### src/inc/trgpwm_params.svh
`ifndef TRGPWM_PARAMS_SVH
`define TRGPWM_PARAMS_SVH

// register byte offsets
`define TRGPWM_OFS_CTRL 6'h00
`define TRGPWM_OFS_COUNT 6'h04
`define TRGPWM_OFS_PERIOD 6'h08
`define TRGPWM_OFS_CHANGE 6'h0C
`define TRGPWM_OFS_WAIT 6'h10
`define TRGPWM_OFS_STATUS 6'h14
`define TRGPWM_OFS_MASK 6'h18
`define TRGPWM_OFS_PORT 6'h1C

// control_reg_one / control_reg_two fields, gathered in one word
`define TRGPWM_CTRL_RUN 0
`define TRGPWM_CTRL_LVL 1
`define TRGPWM_CTRL_STOP 2
`define TRGPWM_CTRL_CLR 3
`define TRGPWM_CTRL_EDGE_LO 4
`define TRGPWM_CTRL_EDGE_HI 5
`define TRGPWM_CTRL_DIV 8
`define TRGPWM_CTRL_ROLE 12
`define TRGPWM_CTRL_WMASK 16'h373F
`define TRGPWM_CTRL_RESET 16'h0000

// status and mask bits
`define TRGPWM_ST_PERIOD 0
`define TRGPWM_ST_CHANGE 1
`define TRGPWM_ST_WAIT 2
`define TRGPWM_ST_OVF 3
`define TRGPWM_ST_EXT 4
`define TRGPWM_ST_CUT 5
`define TRGPWM_ST_W 6

// port register fields
`define TRGPWM_PORT_OUT 0
`define TRGPWM_PORT_DIR 4
`define TRGPWM_PORT_IN 8

// external pin roles
`define TRGPWM_ROLE_PORT 2'h0
`define TRGPWM_ROLE_INT 2'h1
`define TRGPWM_ROLE_CUT 2'h2

// count source prescaler masks: f1, f2, f4, f8, f32
`define TRGPWM_DIV_F1 5'h00
`define TRGPWM_DIV_F2 5'h01
`define TRGPWM_DIV_F4 5'h03
`define TRGPWM_DIV_F8 5'h07
`define TRGPWM_DIV_F32 5'h1F
`endif

### src/inc/trgpwm_pkg.sv
package trgpwm_pkg;
  typedef enum logic [2:0] {
    TRGPWM_IDLE = 3'b001,
    TRGPWM_ARMED = 3'b010,
    TRGPWM_RUN = 3'b100
  } trgpwm_state_e;
  typedef logic [1:0] trgpwm_htrans_t;
endpackage : trgpwm_pkg

### src/inc/trgpwm_pin_if.sv
interface trgpwm_pin_if #(parameter int WIDTH = 4);
  logic [WIDTH-1:0] raw;
  logic [WIDTH-1:0] lvl;
  logic [WIDTH-1:0] rise;
  logic [WIDTH-1:0] fall;
  modport sync (input raw, output lvl, output rise, output fall);
  modport user (output raw, input lvl, input rise, input fall);
endinterface : trgpwm_pin_if

### src/rtl/trgpwm_sync.sv
module trgpwm_sync #(
  parameter int WIDTH = 4
) (
  input wire logic hclk,
  input wire logic hresetn,
  trgpwm_pin_if.sync pins
);
  typedef struct packed {
    logic [WIDTH-1:0] s1;
    logic [WIDTH-1:0] s2;
    logic [WIDTH-1:0] s3;
    logic [WIDTH-1:0] lvl;
    logic [WIDTH-1:0] rise;
    logic [WIDTH-1:0] fall;
  } trgpwm_sync_s;

  trgpwm_sync_s r_reg;
  trgpwm_sync_s r_next;

  if (WIDTH < 1) begin : g_bad_width
    $error("trgpwm_sync needs at least one input");
  end

  always_comb begin
    r_next = r_reg;
    r_next.s1 = pins.raw;
    r_next.s2 = r_reg.s1;
    r_next.s3 = r_reg.s2;
    r_next.rise = '0;
    r_next.fall = '0;
    for (int i = 0; i < WIDTH; i++) begin
      // a level counts only once stages two and three agree
      if (r_reg.s2[i] == r_reg.s3[i]) begin
        r_next.lvl[i] = r_reg.s3[i];
        r_next.rise[i] = r_reg.s3[i] & ~r_reg.lvl[i];
        r_next.fall[i] = ~r_reg.s3[i] & r_reg.lvl[i];
      end
    end
  end

  always_ff @(posedge hclk or negedge hresetn) begin
    if (!hresetn) begin
      r_reg <= '0;
    end else begin
      r_reg <= r_next;
    end
  end

  assign pins.lvl = r_reg.lvl;
  assign pins.rise = r_reg.rise;
  assign pins.fall = r_reg.fall;
endmodule : trgpwm_sync

### src/rtl/trgpwm_top.sv
// Our own choices: the register addresses and the AHB-Lite register port.
`include "trgpwm_params.svh"
module trgpwm_top import trgpwm_pkg::*; #(
  parameter int CNT_W = 16
) (
  input wire logic hclk,
  input wire logic hresetn,
  input wire logic hsel,
  input wire logic [31:0] haddr,
  input wire trgpwm_htrans_t htrans,
  input wire logic hwrite,
  input wire logic [2:0] hsize,
  input wire logic [31:0] hwdata,
  input wire logic hready,
  output logic hreadyout,
  output logic hresp,
  output logic [31:0] hrdata,
  input wire logic chan_a_pin_i,
  output logic chan_a_pin_o,
  output logic chan_a_pin_oe,
  output logic pwm_out_pin_o,
  output logic pwm_out_pin_oe,
  input wire logic chan_c_pin_i,
  output logic chan_c_pin_o,
  output logic chan_c_pin_oe,
  input wire logic chan_d_pin_i,
  output logic chan_d_pin_o,
  output logic chan_d_pin_oe,
  input wire logic ext_int_pin_i,
  output logic irq
);
  typedef struct packed {
    trgpwm_state_e state;
    logic [15:0] ctrl;
    logic [CNT_W-1:0] count;
    logic [CNT_W-1:0] period;
    logic [CNT_W-1:0] change;
    logic [CNT_W-1:0] waitc;
    logic [`TRGPWM_ST_W-1:0] status;
    logic [`TRGPWM_ST_W-1:0] mask;
    logic [2:0] port_out;
    logic [2:0] port_dir;
    logic [4:0] div_cnt;
    logic wr_pend;
    logic rd_pend;
    logic [5:0] addr;
    logic [31:0] hrdata;
    logic hready;
    logic irq;
    logic pwm_out;
    logic pwm_oe;
    logic [2:0] pin_o;
    logic [2:0] pin_oe;
  } trgpwm_top_s;

  trgpwm_top_s r_reg;
  trgpwm_top_s r_next;

  if (CNT_W < 2 || CNT_W > 32) begin : g_bad_cnt_w
    $error("trgpwm_top counter width must be 2 to 32");
  end

  // lane 0 chan_a, 1 chan_c, 2 chan_d, 3 external pin
  trgpwm_pin_if #(.WIDTH(4)) pin_bus ();
  assign pin_bus.raw = {ext_int_pin_i, chan_d_pin_i, chan_c_pin_i, chan_a_pin_i};

  trgpwm_sync #(.WIDTH(4)) u_sync (
    .hclk(hclk),
    .hresetn(hresetn),
    .pins(pin_bus.sync)
  );

  always_comb begin
    logic lvl_sel;
    logic stop_m;
    logic clr_m;
    logic [1:0] edge_sel;
    logic [1:0] role;
    logic [4:0] div_mask;
    logic tick;
    logic trig;
    logic active;
    logic cut;
    logic [`TRGPWM_ST_W-1:0] set_ev;
    logic [31:0] rdat;
    logic [15:0] new_ctrl;
    r_next = r_reg;
    lvl_sel = r_reg.ctrl[`TRGPWM_CTRL_LVL];
    stop_m = r_reg.ctrl[`TRGPWM_CTRL_STOP];
    clr_m = r_reg.ctrl[`TRGPWM_CTRL_CLR];
    edge_sel = r_reg.ctrl[`TRGPWM_CTRL_EDGE_HI:`TRGPWM_CTRL_EDGE_LO];
    role = r_reg.ctrl[`TRGPWM_CTRL_ROLE+1:`TRGPWM_CTRL_ROLE];
    set_ev = '0;
    rdat = 32'h00000000;
    new_ctrl = r_reg.ctrl;
    active = r_reg.pwm_out;
    div_mask = `TRGPWM_DIV_F1;
    tick = 1'b0;
    trig = 1'b0;
    cut = 1'b0;

    // count source enable from a free-running divider
    case (r_reg.ctrl[`TRGPWM_CTRL_DIV+2:`TRGPWM_CTRL_DIV])
      3'h1: div_mask = `TRGPWM_DIV_F2;
      3'h2: div_mask = `TRGPWM_DIV_F4;
      3'h3: div_mask = `TRGPWM_DIV_F8;
      3'h4: div_mask = `TRGPWM_DIV_F32;
      default: div_mask = `TRGPWM_DIV_F1;
    endcase
    r_next.div_cnt = 5'(r_reg.div_cnt + 5'h01);
    tick = ((r_reg.div_cnt & div_mask) == div_mask);

    trig = (edge_sel[0] & pin_bus.rise[0]) | (edge_sel[1] & pin_bus.fall[0]);

    case (r_reg.state)
      TRGPWM_ARMED: begin
        if (trig) begin
          r_next.state = TRGPWM_RUN;
        end
      end
      TRGPWM_RUN: begin
        if (tick) begin
          if (r_reg.count == r_reg.period) begin
            set_ev[`TRGPWM_ST_PERIOD] = 1'b1;
          end
          if (r_reg.count == r_reg.change) begin
            set_ev[`TRGPWM_ST_CHANGE] = 1'b1;
          end
          if (r_reg.count == r_reg.waitc) begin
            set_ev[`TRGPWM_ST_WAIT] = 1'b1;
          end
          if (set_ev[`TRGPWM_ST_WAIT]) begin
            active = ~lvl_sel;
          end
          if (set_ev[`TRGPWM_ST_CHANGE]) begin
            active = lvl_sel;
          end
          if (set_ev[`TRGPWM_ST_PERIOD] && stop_m) begin
            active = lvl_sel;
            r_next.count = clr_m ? '0 : r_reg.count;
            if (edge_sel != 2'h0) begin
              r_next.state = TRGPWM_ARMED;
            end else begin
              r_next.state = TRGPWM_IDLE;
              new_ctrl[`TRGPWM_CTRL_RUN] = 1'b0;
            end
          end else if (set_ev[`TRGPWM_ST_PERIOD] && clr_m) begin
            r_next.count = '0;
          end else begin
            r_next.count = CNT_W'(r_reg.count + 1'b1);
            if (r_reg.count == {CNT_W{1'b1}}) begin
              set_ev[`TRGPWM_ST_OVF] = 1'b1;
            end
          end
        end
      end
      default: begin
        r_next.state = TRGPWM_IDLE;
      end
    endcase

    // external pin as interrupt or cutoff
    cut = (role == `TRGPWM_ROLE_CUT) & ~pin_bus.lvl[3];
    if (role == `TRGPWM_ROLE_INT && pin_bus.fall[3]) begin
      set_ev[`TRGPWM_ST_EXT] = 1'b1;
    end
    if (role == `TRGPWM_ROLE_CUT && pin_bus.fall[3]) begin
      set_ev[`TRGPWM_ST_CUT] = 1'b1;
    end

    // bus data phase of a write
    if (r_reg.wr_pend) begin
      case (r_reg.addr)
        `TRGPWM_OFS_CTRL: begin
          new_ctrl = hwdata[15:0] & `TRGPWM_CTRL_WMASK;
          if (hwdata[`TRGPWM_CTRL_RUN] && !r_reg.ctrl[`TRGPWM_CTRL_RUN]) begin
            if (hwdata[`TRGPWM_CTRL_EDGE_HI:`TRGPWM_CTRL_EDGE_LO] == 2'h0 || !hwdata[`TRGPWM_CTRL_STOP]) begin
              r_next.state = TRGPWM_RUN;
            end else begin
              r_next.state = TRGPWM_ARMED;
            end
          end else if (!hwdata[`TRGPWM_CTRL_RUN]) begin
            r_next.state = TRGPWM_IDLE;
          end
        end
        `TRGPWM_OFS_COUNT: r_next.count = hwdata[CNT_W-1:0];
        `TRGPWM_OFS_PERIOD: r_next.period = hwdata[CNT_W-1:0];
        `TRGPWM_OFS_CHANGE: r_next.change = hwdata[CNT_W-1:0];
        `TRGPWM_OFS_WAIT: r_next.waitc = hwdata[CNT_W-1:0];
        `TRGPWM_OFS_MASK: r_next.mask = hwdata[`TRGPWM_ST_W-1:0];
        `TRGPWM_OFS_PORT: begin
          r_next.port_out = hwdata[`TRGPWM_PORT_OUT+2:`TRGPWM_PORT_OUT];
          r_next.port_dir = hwdata[`TRGPWM_PORT_DIR+2:`TRGPWM_PORT_DIR];
        end
        default: begin
        end
      endcase
    end
    r_next.ctrl = new_ctrl;

    // hardware set beats a same-cycle write-one clear
    r_next.status = r_reg.status | set_ev;
    if (r_reg.wr_pend && r_reg.addr == `TRGPWM_OFS_STATUS) begin
      r_next.status = (r_reg.status & ~hwdata[`TRGPWM_ST_W-1:0]) | set_ev;
    end
    r_next.irq = |(r_next.status & r_next.mask);

    if (r_next.state == TRGPWM_IDLE) begin
      active = new_ctrl[`TRGPWM_CTRL_LVL];
    end
    r_next.pwm_out = active;
    r_next.pwm_oe = ~cut;

    // channel A yields to the trigger role
    r_next.pin_o = r_next.port_out;
    r_next.pin_oe = r_next.port_dir;
    if (new_ctrl[`TRGPWM_CTRL_EDGE_HI:`TRGPWM_CTRL_EDGE_LO] != 2'h0) begin
      r_next.pin_oe[0] = 1'b0;
    end

    // read data, one wait state so a prior write is seen
    case (r_reg.addr)
      `TRGPWM_OFS_CTRL: rdat = {16'h0000, r_reg.ctrl};
      `TRGPWM_OFS_COUNT: rdat = 32'(r_reg.count);
      `TRGPWM_OFS_PERIOD: rdat = 32'(r_reg.period);
      `TRGPWM_OFS_CHANGE: rdat = 32'(r_reg.change);
      `TRGPWM_OFS_WAIT: rdat = 32'(r_reg.waitc);
      `TRGPWM_OFS_STATUS: rdat = 32'(r_reg.status);
      `TRGPWM_OFS_MASK: rdat = 32'(r_reg.mask);
      `TRGPWM_OFS_PORT: rdat = {20'h00000, pin_bus.lvl, 1'b0, r_reg.port_dir, 1'b0, r_reg.port_out};
      default: rdat = 32'h00000000;
    endcase

    r_next.wr_pend = 1'b0;
    if (r_reg.rd_pend) begin
      r_next.rd_pend = 1'b0;
      r_next.hrdata = rdat;
      r_next.hready = 1'b1;
    end
    if (hsel && htrans[1] && hready && r_reg.hready) begin
      r_next.addr = {haddr[5:2], 2'h0};
      r_next.wr_pend = hwrite;
      r_next.rd_pend = ~hwrite;
      r_next.hready = hwrite;
    end
  end

  always_ff @(posedge hclk or negedge hresetn) begin
    if (!hresetn) begin
      r_reg.state <= TRGPWM_IDLE;
      r_reg.ctrl <= `TRGPWM_CTRL_RESET;
      r_reg.count <= '0;
      r_reg.period <= '1;
      r_reg.change <= '1;
      r_reg.waitc <= '1;
      r_reg.status <= '0;
      r_reg.mask <= '0;
      r_reg.port_out <= 3'h0;
      r_reg.port_dir <= 3'h0;
      r_reg.div_cnt <= 5'h00;
      r_reg.wr_pend <= 1'b0;
      r_reg.rd_pend <= 1'b0;
      r_reg.addr <= 6'h00;
      r_reg.hrdata <= 32'h00000000;
      r_reg.hready <= 1'b1;
      r_reg.irq <= 1'b0;
      r_reg.pwm_out <= 1'b0;
      r_reg.pwm_oe <= 1'b1;
      r_reg.pin_o <= 3'h0;
      r_reg.pin_oe <= 3'h0;
    end else begin
      r_reg <= r_next;
    end
  end

  assign hreadyout = r_reg.hready;
  assign hresp = 1'b0;
  assign hrdata = r_reg.hrdata;
  assign irq = r_reg.irq;
  assign pwm_out_pin_o = r_reg.pwm_out;
  assign pwm_out_pin_oe = r_reg.pwm_oe;
  assign chan_a_pin_o = r_reg.pin_o[0];
  assign chan_a_pin_oe = r_reg.pin_oe[0];
  assign chan_c_pin_o = r_reg.pin_o[1];
  assign chan_c_pin_oe = r_reg.pin_oe[1];
  assign chan_d_pin_o = r_reg.pin_o[2];
  assign chan_d_pin_oe = r_reg.pin_oe[2];
endmodule : trgpwm_top

### config.mk
export PLATFORM = sky130hd
export DESIGN_NAME = trgpwm_top
export DESIGN_NICKNAME = d
export VERILOG_FILES = /design/src/inc/trgpwm_pkg.sv /design/src/inc/trgpwm_pin_if.sv /design/src/rtl/trgpwm_sync.sv /design/src/rtl/trgpwm_top.sv
export VERILOG_INCLUDE_DIRS = /design/src /design/src/inc
export SDC_FILE = /design/constraint.sdc
export NUM_CORES = 1
export LEC_CHECK = 0
export BUFFER_PORTS_ARGS = -buffer_cell sky130_fd_sc_hd__buf_2
export CORE_ASPECT_RATIO = 0.8
export CORE_MARGIN = 2
export CORE_UTILIZATION = 35
export CTS_CLUSTER_DIAMETER = 150
export DETAILED_ROUTE_END_ITERATION = 10
export PLACE_DENSITY_LB_ADDON = 0.1
export SETUP_SLACK_MARGIN = 0.02
export SKIP_LAST_GASP = 1
export SYNTH_ARGS = -nofsm -noshare
export SYNTH_HDL_FRONTEND = slang
export SYNTH_SLANG_ARGS = --single-unit
### constraint.sdc
create_clock -name hclk -period 2.1 [get_ports hclk]
set_input_delay 0 -clock hclk [delete_from_list [all_inputs] [get_ports hclk]]
set_output_delay 0 -clock hclk [all_outputs]
set_load 0.02 [all_outputs]
After elaboration in Yosys (flattened, before gate mapping)
Index checks and enable logic that the tools add are counted.
- register bits: 151
- output and inout port bits: 43
- word-level logic and storage cells: 171
- add/sub/neg operators: 2
- eq/ne operators: 25
- muxes and demuxes: 63
- bitwise gates (word level): 24
- reductions and logical operators: 27
- operators with widths (kind ; number):
    16-bit 2-to-1 mux ; 9
    16-bit case mux with 8 select lines ; 1
    64-bit 2-to-1 mux ; 1
    16-bit == test ; 3
    1-bit 2-to-1 mux ; 32
    6-bit 2-to-1 mux ; 5
    3-bit 2-to-1 mux ; 8
    5-bit case mux with 4 select lines ; 1
    16-bit by 1-bit adder with 16-bit output (second input constant) ; 1
    16-bit == test (second input constant) ; 1
    4-bit by 3-bit == test with 1-bit output (second input constant) ; 4
    6-bit AND ; 2
    12-bit 2-to-1 mux ; 1
    6-bit bitwise OR ; 2
    2-bit AND reduction ; 5
    2-bit nonzero test ; 5
    3-bit by 2-bit == test with 1-bit output (second input constant) ; 3
    1-bit logical AND ; 9
    1-bit inverter ; 9
    1-bit AND ; 8
    4-bit by 2-bit == test with 1-bit output (second input constant) ; 2
    4-bit 2-to-1 mux ; 2
    8-bit 2-to-1 mux ; 1
    3-bit by 1-bit == test with 1-bit output (second input constant) ; 2
    other kinds (19) ; 24

Depth between registers and ports, before layout
Gate-level depths: netlist of the first run.
- word-level depth: 17
- gate-level depth with buffers: 9
- depth with buffers taken out: 7

Cells and area by module
Synthesis of the first run repeated with hierarchy kept, for this count alone.
- cells, all modules: 726
- area total of the unflattened synthesis: 8055.2 µm²
- modules (own cells, without submodules) (module ; instances ; cells each ; area each (µm²) ; sequential area each (µm²)):
    trgpwm_top ; 1 ; 678 ; 7249.5 ; 3266.9
    trgpwm_sync ; 1 ; 48 ; 805.8 ; 600.6

Worst setup path after synthesis of the first run
Ideal clock, no wire load.
- path kind: reg2reg
- start point: register r_reg[118] (netlist bit)
- end point: register r_reg (netlist bit pwm_out_pin_o)
- arrival: 2076 ps
- required time: 1975 ps
- setup slack: -101 ps
- stages on the path, launching flop included: 8
- path buffers: 0
- clock period less this slack: 2201 ps
- path through: dfstp_2 > xnor2_1 > nand4_1 > nor4_4 > and2_1 > and3_1 > o32a_2 > mux2_2
- RTL lines (element ; line ; RTL):
    start: declaration ; trgpwm_top.sv:56 ; trgpwm_top_s r_reg;
    start signal: assignment ; trgpwm_top.sv:272 ; r_reg <= r_next;

==> flow_metrics.py, run 1 <==
metrics = {
    "clock_network": {
        "cts_sinks": 147,
        "cts_buffer_depth": 2,
        "htreeDepth": 4,
        "clk_pin_slew_ns": 0.07,
        "cts_made_buffers": 17,
        "clk_latency_ns": 0.43,
        "cts_tree": "built",
        "clockRootBuffer": "clkbuf_16",
    },
    "timing": {
        "tns_ns": -2.580,
        "period_share_pct": 111.9,
        "layout_setup_ws_ns": -0.2497,
        "skew_ns": 0.008749,
        "finalCriticalPeriod_ns": 2.350,
        "rsz0062_at_grt": "true",
        "slew_headroom_pct": 58.97,
        "drv_slew": 0,
        "fmax_mhz": 425.6,
        "worst_slew_pin_slew_ns": 0.6154,
        "setup_viol": 20,
        "hold_viol": 0,
    },
    "placement": {
        "dp.cells": 1105,
        "io_buffers": 55,
        "gp_congestion": 0.9127,
        "place_hpwl_um": 18960,
    },
    "drt": {
        "drt-initial-drc-count": 556,
        "drc_errors": 0,
        "routedWlPerCell_um": 21.82,
        "via_per_inst": 5.281,
        "routed-via-count": 6210,
        "first_pass_iters": 5,
        "routed_wl_um": 25660,
        "antenna_left": 0,
    },
    "synth": {
        "synth_area_mm2": 0.007516,
        "yosys_warnings": 0,
        "synth_area_per_cell_um2": 10.85,
        "ys_ff_latch": 147,
        "synth_cell_types": 62,
        "ys_seq_area_share_pct": 49.79,
        "synthFlopType": "dfrtp_1",
        "synth_edf_count": 0,
        "async_flop_share_pct": 100.0,
        "synthCells": 693,
    },
    "global_routing": {
        "grt-ovfl-total": 0,
        "grtUsageTotal_pct": 23.55,
        "grt_max_degree": 80,
        "grt_first_pass_wirelength_um": 38990,
        "antenna_found_initial": 0,
        "grt_pass1_vias": 6233,
    },
    "critical_path": {
        "arrival_ns": 2.67,
        "critPathCaptureType": "flip-flop",
        "path_cells": "xnor2_2, nand4_1, nor4_4, buf_4, and2_4, and3_4, o32a_4, mux2_4",
        "worstPathRequired_ns": 2.42,
        "worstSetupStartpointType": "flip-flop",
        "cp-startpoint": "r_reg[106]",
        "cp_slowest_cell": "dfstp_2",
        "worstReg2RegStart": "r_reg[106]",
        "critPathKind": "reg -> reg",
        "max_stage_delay_ns": 0.59,
        "path_max_fanout": 6,
    },
    "final_layout": {
        "nets": 974,
        "synthToLayoutAreaGrowth_pct": 34.11,
        "drive_gt1_share_pct": 45.87,
        "antenna_cells": 0,
        "fin_util_pct": 48.28,
        "stdcell_count": 1176,
        "largest_reg_flops": 102,
        "final_common_cell": "buf_4",
        "final_cell_mix": "156 x buf_4, 95 x dfrtp_1, 69 x mux2_2",
    },
    "outcome": {
        "run_status": "finished with violations",
        "violations": "setup timing",
    },
    "power_and_ir_drop": {
        "vdd_drop_max_v": 0.0005132,
        "power_w": 0.01210,
        "p_per_area_mw_per_mm2": 1201,
        "p_leak_nw": 4.353,
    },
    "floorplanning": {
        "ios": 121,
        "fp.coreArea_mm2": 0.02088,
        "initial_core_util_pct": 36.00,
        "num_rows": 47,
        "dieArea_mm2": 0.02267,
        "die_h_um": 135.1,
        "die_w_um": 167.8,
    },
    "worst_hold_path": {
        "holdCritPathClass": "in -> reg",
        "min_from": "hwdata[4]",
    },
    "job": {
        "maxCapViolations": 0,
    },
}
[power breakdown]
| part | internal [W] | total (W) | switching, W | leakage, nW |
|---|---|---|---|---|
| clock | 0.00170 | 0.00306 | 0.00136 | 0.286 |
| sequential | 0.00368 | 0.00437 | 0.000690 | 1.67 |
| combinational | 0.00218 | 0.00468 | 0.00250 | 2.40 |
| total | 0.00756 | 0.0121 | 0.00455 | 4.35 |
[layer usage]
layer	vias to the layer above	GRT usage [%]	routed length, um
li1	2864	-	-
met1	3133	33.96	12460
met2	184	35.67	11340
met3	29	5.041	1423
met4	0	6.860	441
met5	-	0	0
[layout make-up]
type,instances,area [um^2]
Timing Repair Buffer,244,1836
Inverter,8,30.03
Multi-Input combinational cell,476,3551
Clock inverter,14,143.9
Fill cell,1921,10800
Sequential cell,147,3744
Tap cell,269,336.6
Clock buffer,18,439.2
[worst paths after layout]
kind / endpoint / slack, ns / depth (start not counted)
max: pwm_out_pin_o / -0.25 / 8
min: r_reg[71] / 0.004 / 4
max reg2reg: pwm_out_pin_o / -0.25 / 8
min reg2reg: u_sync.r_next[13] / 0.35 / 0
max in group asynchronous: hrdata[15] / 1.06 / 3
min in group asynchronous: r_reg[102] / 0.17 / 2
[worst max-delay path, delay by kind of cell, from the launching register on]
kind	cells	cell delay, ns
flops	1	0.59
mux	1	0.29
compound gates	1	0.16
simple gates	4	0.84
buf+inv	1	0.21
xor+xnor	1	0.13
[through the flow]
step / worst slack [ns] / area (um^2) / hold slack, ns
6_report: -0.2497 / 10080 / 0.004337
5_1_grt: -0.3016 / 10080 / 0.01406
4_1_cts: -0.2466 / 9922 / 0.0001416
3_5_place_dp: -0.3007 / 8937 / -0.1345
3_3_place_gp: -0.2941 / 8937 / -0.1385
2_1_floorplan: -0.07233 / 7589 / -0.2956
[timing repair]
item | in CTS | in global routing
gates resized for setup | 21 | 26
hold buffers | 26 | 0
gates cloned | 0 | 0
setup buffers | 10 | 4
endpoints found under the hold margin | 186 | 0
endpoints found under the setup margin | 21 | 44
pin swaps | 5 | 7
[cells by family after synthesis]
family                     after synthesis  share of synthesized area (%)
AOI/OAI and AO/OA                      143                          13.33
DFF                                    147                          49.79
adders and majority gates                5                         0.7324
other                                    1                        0.04989
muxes                                   77                          11.42
xor gates and xnor gates                52                          6.060
and+or+nand+nor                        182                          11.94
buffers and inverters                   86                          6.676
[synthesized netlist by cell type (14+ instances only)]
library cell | n | share of area, %
dfrtp_1 | 96 | 32
xnor2_1 | 18 | 2.1
nand2_1 | 41 | 2.0
xor2_1 | 34 | 4.0
clkbuf_1 | 23 | 1.1
a31oi_1 | 24 | 2.0
a22oi_1 | 24 | 2.4
buf_4 | 35 | 3.5
dfstp_2 | 51 | 18
nor2_1 | 56 | 2.8
nor3_1 | 15 | 1.0
buf_2 | 14 | 0.93
mux2_2 | 70 | 10
o21ai_0 | 24 | 1.6
(Power assumes the default switching activity.)
==> run 2: changes to the inputs <==
ABC_AREA = 1   (was default)
==> flow_metrics.py, run 2 <==
metrics = {
    "floorplanning": {
        "ios": 121,
        "die_w_um": 173.4,
        "num_rows": 49,
        "initial_core_util_pct": 35.69,
        "fp.coreArea_mm2": 0.02250,
        "dieArea_mm2": 0.02418,
        "die_h_um": 139.5,
    },
    "drt": {
        "via_per_inst": 4.822,
        "routed-via-count": 6973,
        "drt-initial-drc-count": 629,
        "first_pass_iters": 5,
        "antenna_left": 0,
        "routedWlPerCell_um": 17.09,
        "routed_wl_um": 24710,
        "drc_errors": 0,
    },
    "timing": {
        "skew_ns": 0.01081,
        "period_share_pct": 92.39,
        "fmax_mhz": 515.4,
        "hold_viol": 0,
        "finalCriticalPeriod_ns": 1.940,
        "layout_setup_ws_ns": 0.1598,
        "tns_ns": 0,
        "slew_headroom_pct": 59.73,
        "setup_viol": 0,
        "worst_slew_pin_slew_ns": 0.6041,
        "rsz0062_at_grt": "false",
        "drv_slew": 0,
    },
    "synth": {
        "synth_top_area_share_pct": 29.91,
        "synth_area_per_cell_um2": 7.836,
        "synth_area_mm2": 0.008031,
        "ys_ff_latch": 147,
        "synth_area_leaders": "dfrtp_1 30%, dfstp_2 17%, nand2_1 15%, o21ai_0 6.2%, inv_1 5.0%",
        "synthFlopType": "dfrtp_1",
        "synth_most_common_cell": "nand2_1",
        "synth_cell_types": 49,
        "async_flop_share_pct": 100.0,
        "synthCells": 1025,
        "synth_edf_count": 0,
        "yosys.area.top_type": "dfrtp_1",
        "yosys_warnings": 0,
        "synth.top_cells.by_count": "312 x nand2_1, 107 x inv_1, 100 x o21ai_0, 96 x dfrtp_1, 76 x nand3_1",
        "ys_seq_area_share_pct": 46.60,
    },
    "final_layout": {
        "drive_gt1_share_pct": 21.75,
        "largest_reg_flops": 102,
        "design_area_mm2": 0.009590,
        "antenna_cells": 0,
        "nets": 1207,
        "final_common_cell": "nand2_1",
        "final_cell_mix": "309 x nand2_1, 107 x inv_1, 99 x o21ai_0",
        "synthToLayoutAreaGrowth_pct": 19.41,
    },
    "clock_network": {
        "clockRootBuffer": "clkbuf_16",
        "clk_pin_slew_ns": 0.07,
        "htreeDepth": 4,
        "cts_sinks": 147,
        "clk_latency_ns": 0.43,
        "cts_buffer_depth": 2,
        "cts_tree": "built",
        "cts_made_buffers": 17,
    },
    "critical_path": {
        "path_max_fanout": 10,
        "arrival_ns": 2.26,
        "worstReg2RegStart": "r_reg[44]",
        "r2r-end": "hrdata[11]",
        "cp-startpoint": "r_reg[44]",
        "critPathCaptureType": "flip-flop",
        "reg2reg_depth": 9,
        "ff2ff_setup_slack_ns": 0.16,
        "critPathKind": "reg -> reg",
        "worstSetupStartpointType": "flip-flop",
        "worstPathRequired_ns": 2.42,
    },
    "worst_hold_path": {
        "holdCritPathClass": "in -> reg",
        "min_from": "hwdata[3]",
        "whs_path_depth": 3,
        "hold_path_end": "r_reg[140]",
    },
    "global_routing": {
        "grt_first_pass_wirelength_um": 38410,
        "grt-ovfl-total": 0,
        "antenna_found_initial": 1,
        "grt_pass1_vias": 6578,
        "grtUsageTotal_pct": 21.07,
        "grt_max_degree": 59,
    },
    "placement": {
        "place_area_mm2": 0.008623,
        "gp_congestion": 0.8553,
        "io_buffers": 55,
        "place_hpwl_um": 18130,
        "dp_slack_ns": 0.1296,
    },
    "power_and_ir_drop": {
        "power_w": 0.01240,
        "vdd_drop_max_v": 0.0007711,
        "p_leak_nw": 5.090,
        "p_per_area_mw_per_mm2": 1293,
    },
    "job": {
        "maxCapViolations": 0,
    },
    "outcome": {
        "run_status": "complete, no violations",
    },
}
[run 2: logic make-up after synthesis]
logic type | after synthesis | synth area share, %
AOI/OAI and AO/OA | 162 | 11.11
xor gates and xnor gates | 27 | 2.944
adders and majority gates | 5 | 0.6854
buffers and inverters | 196 | 12.32
DFF | 147 | 46.60
other | 1 | 0.04669
and+or+nand+nor | 487 | 26.30
[run 2: timing repair]
action | in CTS | in global routing
setup endpoints to repair | 0 | 18
hold buffers | 29 | 0
endpoints found under the hold margin | 121 | 0
gates resized for setup | 0 | 19
setup buffers | 0 | 6
[run 2: layout make-up]
class,count,area [um^2]
Tap cell,306,382.9
Clock inverter,15,122.6
Sequential cell,147,3750
Fill cell,2340,12910
Timing Repair Buffer,138,1018
Inverter,124,471.7
Multi-Input combinational cell,699,3420
Clock buffer,17,425.4
[run 2: through the flow]
step,cells,utilization (%),hold WS [ns]
floorplan,1041,-,-0.2956
global placement,1378,38.33,0.03036
detailed placement,1378,38.33,0.03462
CTS,1439,42.05,0.03172
global route,1446,42.62,0.07470
finish,1446,42.62,0.06287
[run 2: worst max-delay path by stage]
stage            endpoint  slack [ns]  depth (start not counted)
2_1_floorplan  r_reg[128]        0.44                         14
3_3_place_gp          irq        0.12                          9
3_5_place_dp   r_reg[129]        0.13                         12
4_1_cts               irq        0.11                         12
5_1_grt        hrdata[13]        0.02                          8
6_report       hrdata[11]        0.16                          9
[run 2: routing by layer]
metal  vias up  global-route usage (%)  wire length [um]
li1       3455                       -                 -
met1      3318                   33.22             13030
met2       192                   29.66             10110
met3         8                   3.743              1422
met4         0                   4.639               151
met5         -                       0                 0
[run 2: worst max-delay path: stages (launching register included)]
cell,delay (ns)
dfrtp_1,0.45
nor2_1,0.11
nand2_1,0.08
clkinv_1,0.30
buf_4,0.32
nand2_1,0.07
o221ai_1,0.09
o21ai_0,0.20
buf_4,0.17
nand2_1,0.04
[run 2: report_power, final]
part	internal [W]	total [W]	switching, W
logic	0.00167	0.00452	0.00286
clock network	0.00155	0.00290	0.00135
registers	0.00407	0.00498	0.000912
